## src/hw/adcc_pkg.sv

```systemverilog
// Purpose: constants for the converter control block
// Assumes: one clock, plain register port, 8-bit control register
// Notes: clock select 11 counts internal-oscillator ticks, divided by 4
package adcc_pkg;
    localparam logic [1:0] ADCC_ADDR_CONTROL = 2'h0;
    localparam logic [1:0] ADCC_ADDR_RESULT  = 2'h1;
    localparam logic [1:0] ADCC_ADDR_STATUS  = 2'h2;
    localparam int ADCC_POS_PINSEL = 6;
    localparam int ADCC_POS_CLKSEL = 4;
    localparam int ADCC_POS_CHSEL  = 2;
    localparam int ADCC_POS_GO     = 1;
    localparam int ADCC_POS_POWER  = 0;
    localparam logic [7:0] ADCC_CONTROL_RESET = 8'hFC;
    localparam logic [1:0] ADCC_FIELD_ONES    = 2'h3;
    localparam logic [3:0] ADCC_SAMPLE_TICKS  = 4'h4;
    localparam logic [3:0] ADCC_TOTAL_TICKS   = 4'hD;
    localparam logic [4:0] ADCC_DIV_16 = 5'h10;
    localparam logic [4:0] ADCC_DIV_8  = 5'h08;
    localparam logic [4:0] ADCC_DIV_4  = 5'h04;
    typedef enum logic [1:0] {ADCC_IDLE, ADCC_SAMPLE, ADCC_RESOLVE} adcc_state_t;
endpackage

```

## src/hw/adcc_core.sv

```systemverilog
// Purpose: successive-approximation converter control and register file
// Assumes: comparator answer valid from analog core on each resolve tick
// Notes: sleep pulse mimics entry; wake pulse restores reset values
`timescale 1ns/100ps
module adcc_core import adcc_pkg::*; (
    // clock and reset
    input  wire logic       ref_clk,
    input  wire logic       srst,
    input  wire logic       clkEn,
    // register port
    input  wire logic [1:0] regAddr,
    input  wire logic [7:0] regWrData,
    input  wire logic       regWrite,
    input  wire logic       regRead,
    output logic      [7:0] regRdData,
    // power events
    input  wire logic       sleepEnter,
    input  wire logic       wakeUp,
    // analog core
    input  wire logic       oscTick,
    input  wire logic       cmpHigh,
    input  wire logic       cmp1OutEn,
    output logic      [1:0] muxChannel,
    output logic      [7:0] dacCode,
    output logic            sampleOn,
    output logic            analogPowered,
    // pins
    output logic      [2:0] pinDigitalEn,
    output logic            pin2CmpOut
);
    logic [1:0]  pinSel_q;
    logic [1:0]  clkSel_q;
    logic [1:0]  chSel_q;
    logic        go_q;
    logic        power_q;
    logic [1:0]  runClk_q;
    logic [7:0]  result_q;
    logic        marker_q;
    logic [7:0]  trial_q;
    logic [3:0]  tickCnt_q;
    adcc_state_t state_q;
    logic        tick;
    logic        startNow;
    logic        wrCtl;
    logic        done;
    logic [7:0]  ctlWord;

    assign wrCtl    = regWrite && regAddr == ADCC_ADDR_CONTROL;
    assign startNow = wrCtl && regWrData[ADCC_POS_GO] && regWrData[ADCC_POS_POWER]
                      && !go_q && !sleepEnter && !wakeUp;
    // ninth resolve tick: the marker leaves after bit 0 was stuffed
    assign done     = state_q == ADCC_RESOLVE && tick && trial_q == 8'h00;
    assign ctlWord  = {pinSel_q, clkSel_q, chSel_q, go_q, power_q};

    // clock source latched at start so mid-run writes wait
    always_ff @(posedge ref_clk) begin
        if (srst) begin
            runClk_q <= ADCC_FIELD_ONES;
        end else if (clkEn && startNow) begin
            runClk_q <= regWrData[5:4];
        end
    end

    adcc_tick_gen u_tick (
        .ref_clk (ref_clk),
        .srst    (srst),
        .clkEn   (clkEn),
        .restart (startNow),
        .clkSel  (runClk_q),
        .oscTick (oscTick),
        .tick    (tick)
    );

    // control register fields
    always_ff @(posedge ref_clk) begin
        if (srst || (clkEn && wakeUp)) begin
            pinSel_q <= ADCC_CONTROL_RESET[7:6];
            clkSel_q <= ADCC_CONTROL_RESET[5:4];
            chSel_q  <= ADCC_CONTROL_RESET[3:2];
            power_q  <= 1'b0;
        end else if (clkEn) begin
            if (sleepEnter) begin
                clkSel_q <= ADCC_FIELD_ONES;
                chSel_q  <= ADCC_FIELD_ONES;
                power_q  <= 1'b0;
            end else if (wrCtl) begin
                pinSel_q <= regWrData[7:6];
                clkSel_q <= regWrData[5:4];
                chSel_q  <= regWrData[3:2];
                power_q  <= regWrData[ADCC_POS_POWER];
            end
        end
    end

    // go flag: software start/abort, hardware clear on completion
    always_ff @(posedge ref_clk) begin
        if (srst || (clkEn && wakeUp)) begin
            go_q <= 1'b0;
        end else if (clkEn) begin
            if (sleepEnter) begin
                go_q <= 1'b0;
            end else if (startNow) begin
                go_q <= 1'b1;
            end else if (wrCtl && !regWrData[ADCC_POS_GO]) begin
                go_q <= 1'b0;
            end else if (done) begin
                go_q <= 1'b0;
            end
        end
    end

    // channel to mux only between conversions
    always_ff @(posedge ref_clk) begin
        if (srst) begin
            muxChannel <= ADCC_FIELD_ONES;
        end else if (clkEn && state_q == ADCC_IDLE) begin
            // a starting write must sample the channel it carries
            muxChannel <= startNow ? regWrData[3:2] : chSel_q;
        end
    end

    // sequencer: 4 sample ticks then 9 resolve ticks, 13 total
    always_ff @(posedge ref_clk) begin
        if (srst) begin
            state_q   <= ADCC_IDLE;
            tickCnt_q <= 4'h0;
            trial_q   <= 8'h00;
            marker_q  <= 1'b0;
            result_q  <= 8'h00;
        end else if (clkEn) begin
            case (state_q)
                ADCC_IDLE: begin
                    if (startNow) begin
                        state_q   <= ADCC_SAMPLE;
                        tickCnt_q <= 4'h0;
                    end
                end
                ADCC_SAMPLE: begin
                    if (!go_q) begin
                        state_q <= ADCC_IDLE;
                    end else if (tick) begin
                        tickCnt_q <= tickCnt_q + 4'h1;
                        if (tickCnt_q == ADCC_SAMPLE_TICKS - 4'h1) begin
                            state_q  <= ADCC_RESOLVE;
                            result_q <= 8'h00;
                            marker_q <= 1'b1;
                            trial_q  <= 8'h80;
                        end
                    end
                end
                ADCC_RESOLVE: begin
                    if (!go_q) begin
                        state_q <= ADCC_IDLE;
                    end else if (tick) begin
                        tickCnt_q <= tickCnt_q + 4'h1;
                        if (trial_q == 8'h00) begin
                            state_q  <= ADCC_IDLE;
                            marker_q <= 1'b0;
                        end else begin
                            result_q <= result_q | (cmpHigh ? trial_q : 8'h00);
                        end
                        trial_q <= trial_q >> 1;
                    end
                end
                default: state_q <= ADCC_IDLE;
            endcase
        end
    end

    // analog core drive and pin config
    always_ff @(posedge ref_clk) begin
        if (srst) begin
            dacCode       <= 8'h00;
            sampleOn      <= 1'b0;
            analogPowered <= 1'b0;
            pinDigitalEn  <= 3'h0;
            pin2CmpOut    <= 1'b0;
        end else if (clkEn) begin
            dacCode       <= result_q | trial_q;
            sampleOn      <= state_q == ADCC_SAMPLE;
            analogPowered <= power_q;
            // independent of power bit
            pinDigitalEn[0] <= pinSel_q < 2'h2;
            pinDigitalEn[1] <= pinSel_q != 2'h3;
            pinDigitalEn[2] <= pinSel_q == 2'h0 && !cmp1OutEn;
            pin2CmpOut      <= cmp1OutEn;
        end
    end

    // read port, data one cycle after strobe
    always_ff @(posedge ref_clk) begin
        if (srst) begin
            regRdData <= 8'h00;
        end else if (clkEn) begin
            regRdData <= 8'h00;
            if (regRead) begin
                case (regAddr)
                    ADCC_ADDR_CONTROL: regRdData <= ctlWord;
                    ADCC_ADDR_RESULT:  regRdData <= result_q;
                    ADCC_ADDR_STATUS:  regRdData <= {5'h00, marker_q, state_q};
                    default:           regRdData <= 8'h00;
                endcase
            end
        end
    end
endmodule

```

## src/hw/adcc_tick_gen.sv

```systemverilog
// Purpose: conversion-clock tick generator
// Assumes: oscTick is a single-cycle internal oscillator pulse, same clock
// Notes: count restarts on restart pulse
`timescale 1ns/100ps
module adcc_tick_gen import adcc_pkg::*; (
    // clock
    input  wire logic       ref_clk,
    input  wire logic       srst,
    input  wire logic       clkEn,
    // control
    input  wire logic       restart,
    input  wire logic [1:0] clkSel,
    input  wire logic       oscTick,
    // tick
    output logic            tick
);
    logic [4:0] cnt_q;
    logic [4:0] divisor;
    logic       advance;

    always_comb begin
        advance = 1'b1;
        case (clkSel)
            2'h0:    divisor = ADCC_DIV_16;
            2'h1:    divisor = ADCC_DIV_8;
            2'h2:    divisor = ADCC_DIV_4;
            default: begin
                divisor = ADCC_DIV_4;
                advance = oscTick;
            end
        endcase
    end

    always_ff @(posedge ref_clk) begin
        if (srst) begin
            cnt_q <= 5'h00;
            tick  <= 1'b0;
        end else if (clkEn) begin
            if (restart) begin
                cnt_q <= 5'h00;
                tick  <= 1'b0;
            end else if (advance) begin
                tick  <= (cnt_q == divisor - 5'h01);
                cnt_q <= (cnt_q == divisor - 5'h01) ? 5'h00 : cnt_q + 5'h01;
            end else begin
                tick <= 1'b0;
            end
        end
    end
endmodule

```

## config.mk

```make
export PLATFORM = sky130hd
export DESIGN_NAME = adcc_core
export DESIGN_NICKNAME = d
export VERILOG_FILES = /design/src/hw/adcc_pkg.sv /design/src/hw/adcc_core.sv /design/src/hw/adcc_tick_gen.sv
export SDC_FILE = /design/constraint.sdc
export NUM_CORES = 1
export LEC_CHECK = 0
export CORE_MARGIN = 2
export CORE_UTILIZATION = 47
export CTS_BUF_LIST = sky130_fd_sc_hd__clkbuf_8
export CTS_CLUSTER_DIAMETER = 150
export DETAILED_ROUTE_END_ITERATION = 10
export DONT_BUFFER_PORTS = 1
export MAX_ROUTING_LAYER = met4
export PLACE_DENSITY_LB_ADDON = 0.12
export SLEW_MARGIN = 40
export SYNTH_ARGS = -nofsm -noshare
export SYNTH_HDL_FRONTEND = slang
export SYNTH_SLANG_ARGS = --single-unit
```

## constraint.sdc

```tcl
create_clock -name ref_clk -period 2.1 [get_ports ref_clk]
set_input_delay 0.21 -clock ref_clk [delete_from_list [all_inputs] [get_ports ref_clk]]
set_output_delay 0.21 -clock ref_clk [all_outputs]
set_load 0.005 [all_outputs]
```

==> results.py <==
metrics = {
    "run_status": {
        "status": "finished, final reports clean",
    },
    "synth": {
        "yosys.area_share.simple": 0.248,
        "synth_mux_area_frac": 0.0986,
        "synth-async-reset-ratio": 0,
        "syn_nets": 361,
        "postSynthAreaPerCell_um2": 8.65,
        "synth_area_um2": 2910,
        "yosysSeqAreaShare": 0.434,
        "synth_cell_types": 50,
        "synthCells": 336,
        "synth_xor_area_frac": 0.0121,
        "synth_flop_cell": "dfxtp_1",
        "ys_warn_count": 0,
        "synth_edf_count": 0,
        "synth_top_family_by_area": "simple AND/OR/NAND/NOR gates",
        "synth_compound_area_frac": 0.144,
        "synth_seq_cells": 63,
        "synth_adder_area_share": 0.0215,
    },
    "pwr": {
        "power.share.clock": 0.409,
        "internal_power_mw": 1.74,
        "peakVddDrop_mv": 0.324,
        "switching_power_mw": 0.530,
        "combPwrFrac": 0.050,
        "power_density_nw_per_um2": 715,
        "p_sw_frac": 0.233,
        "leakage_nw": 1.16,
        "p_seq_frac": 0.541,
    },
    "final_layout": {
        "syn2layout_area_growth_pct": 9.38,
        "final_common_cell": "dfxtp_1",
        "layout_common_cells": "63 x dfxtp_1, 52 x nand2_1, 37 x nor2_1",
        "drive_gt1_frac": 0.0872,
        "fin_cells": 419,
        "n_antenna_cell": 0,
        "layout.nets": 364,
        "final_cell_area_um2": 3180,
    },
    "drt": {
        "vias_per_cell": 5.65,
        "drtIter0Drc": 125,
        "ant_nets": 0,
        "avgRoutedWirePerCell_um": 15.8,
        "wl_um": 6640,
        "first_pass_iters": 5,
        "vias": 2366,
        "drc": 0,
    },
    "sta": {
        "hold_viol_final": 0,
        "fin_skew_ns": 0.00513,
        "period_share": 0.879,
        "fmax_mhz": 541,
        "tightest_slew_ns": 0.606,
        "fin_crit_ns": 1.85,
        "finalSetupTns_ns": 0,
        "setup_viol": 0,
        "timing_max_transition_violations_final": 0,
        "fin_ws_ns": 0.253,
        "grt_setup_unrepaired": "false",
        "max_slew_margin": 0.595,
        "whs_ns": 0.0149,
    },
    "grt": {
        "antenna_found_initial": 0,
        "grt_pass1_wl_um": 10600,
        "grt_pass1_vias": 2089,
        "grtUsageTotal": 0.214,
        "global_route.overflow_total": 0,
        "grt_max_degree": 36,
    },
    "setup_path": {
        "worstSetupEndpointType": "flop",
        "max_stage_delay_ns": 0.43,
        "arrival_ns": 2.11,
        "crit_slowest_cell": "or3b_1",
        "critical_path.max_fanout": 7,
        "crit_chain": "ha_1 > or3b_1 > a21boi_0 > o211a_1 > buf_4 > mux2i_1",
        "crit_type": "flop to flop",
        "path_delay_family": "simple AND/OR/NAND/NOR gates",
        "cp_num_buf_inv": 1,
        "start_kind": "flop",
        "required_ns": 2.36,
    },
    "clocking": {
        "htreeDepth": 3,
        "post_cts_buffers": 0,
        "cts.clk_slew.worst_paths_ns": 0.06,
        "clk_latency_ns": 0.33,
        "cts-buffers-inserted": 9,
        "cts_root_buffer": "clkbuf_8",
        "clock_sinks": 63,
        "hold_buffers": 6,
        "cts_resized": 0,
        "clk_path_buf_depth": 2,
        "cts_tree": "built",
    },
    "floorplanning": {
        "core_um2": 5960,
        "rows": 28,
        "die_h_um": 82.6,
        "die_width_um": 82.6,
        "dieArea_um2": 6830,
        "ioPinCount": 44,
        "start_util": 0.488,
    },
    "placed_design": {
        "placed_area_um2": 2950,
        "dp.cells": 397,
        "place_congestion": 0.772,
        "port_buffers": 0,
        "dp_slack_ns": 0.298,
        "place_hpwl_um": 4620,
    },
    "flow_run": {
        "drv_cap": 0,
    },
    "hold_path": {
        "hp-class": "primary input to flop",
    },
}
[Yosys cell counts (all sizes together), types with 3 or more instances]
cell | count | share of area
a211oi | 9 | 0.023
a21oi | 11 | 0.019
a22oi | 5 | 0.013
and3 | 3 | 0.0065
buf | 8 | 0.015
clkbuf | 10 | 0.013
dfxtp | 63 | 0.43
ha | 5 | 0.022
inv | 10 | 0.013
mux2 | 5 | 0.019
mux2i | 23 | 0.079
nand2 | 52 | 0.067
nand3 | 25 | 0.043
nand4 | 6 | 0.013
nor2 | 37 | 0.048
nor2b | 3 | 0.0065
nor3b | 4 | 0.012
nor4 | 4 | 0.011
o211ai | 5 | 0.013
o21ai | 11 | 0.019
o2bb2ai | 3 | 0.0090
xor2 | 4 | 0.012
[per-stage QoR]
step,total power [mW],util
2_1_floorplan,1.35,-
3_3_place_gp,1.35,0.495
3_5_place_dp,1.35,0.495
4_1_cts,2.30,0.535
5_1_grt,2.37,0.534
6_report,2.27,0.534
[sequential cells by signal (all words and copies together) (netlist names), 2 cells and up]
signal / cells
regRdData: 8
runClk_q: 2
pinDigitalEn: 3
clkSel_q: 2
dacCode: 8
trial_q: 8
tickCnt_q: 4
pinSel_q: 2
state_q: 2
muxChannel: 2
result_q: 8
u_tick.cnt_q: 5
chSel_q: 2
[layout make-up]
class,instances,area (um^2)
fillers,566,2780
multi-input cells,244,1520
flip-flops and latches,63,1260
clock buffers,11,151
well taps,75,93.8
repair buffers,10,85.1
inverters,11,41.3
clock inverters,5,25.0
[power groups by stage]
| stage | clock network [mW] | logic (mW) | registers [mW] |
|---|---|---|---|
| floorplan | 0 | 0.102 | 1.25 |
| global placement | 0 | 0.0934 | 1.26 |
| detailed placement | 0 | 0.0935 | 1.26 |
| CTS | 0.956 | 0.115 | 1.23 |
| global route | 1.02 | 0.126 | 1.23 |
| finish | 0.930 | 0.114 | 1.23 |
[per-layer routing]
layer | global-route usage | vias to the layer above | wire length, um
met4 | 0.0869 | 0 | 88
met5 | - | - | 0
li1 | - | 1208 | -
met2 | 0.294 | 50 | 2930
met1 | 0.293 | 1100 | 3260
met3 | 0.0620 | 8 | 354
[path summary, 6_finish.rpt]
kind                start            to  slack (ns)  cells after the start
max          tickCnt_q[0]    trial_q[0]        0.25                      6
min          regWrData[4]   runClk_q[0]        0.01                      2
max reg2reg  tickCnt_q[0]    trial_q[0]        0.25                      6
min reg2reg  regRdData[0]  regRdData[0]        0.47                      2
[worst register-to-register path: cells and delay by family, from the launching register on]
| family | cells | cell delay, ns |
|---|---|---|
| compound gates | 2 | 0.40 |
| fa+ha+maj | 1 | 0.21 |
| buf+inv | 1 | 0.19 |
| flops | 1 | 0.37 |
| mux | 1 | 0.19 |
| simple gates | 1 | 0.43 |
[kinds of logic after synthesis]
logic type,Yosys count
AOI/OAI and AO/OA,60
xor gates and xnor gates,4
adders and majority gates,5
buffers and inverters,29
DFF,63
muxes,28
and+or+nand+nor,147
Power figures use the tool's default switching activity.
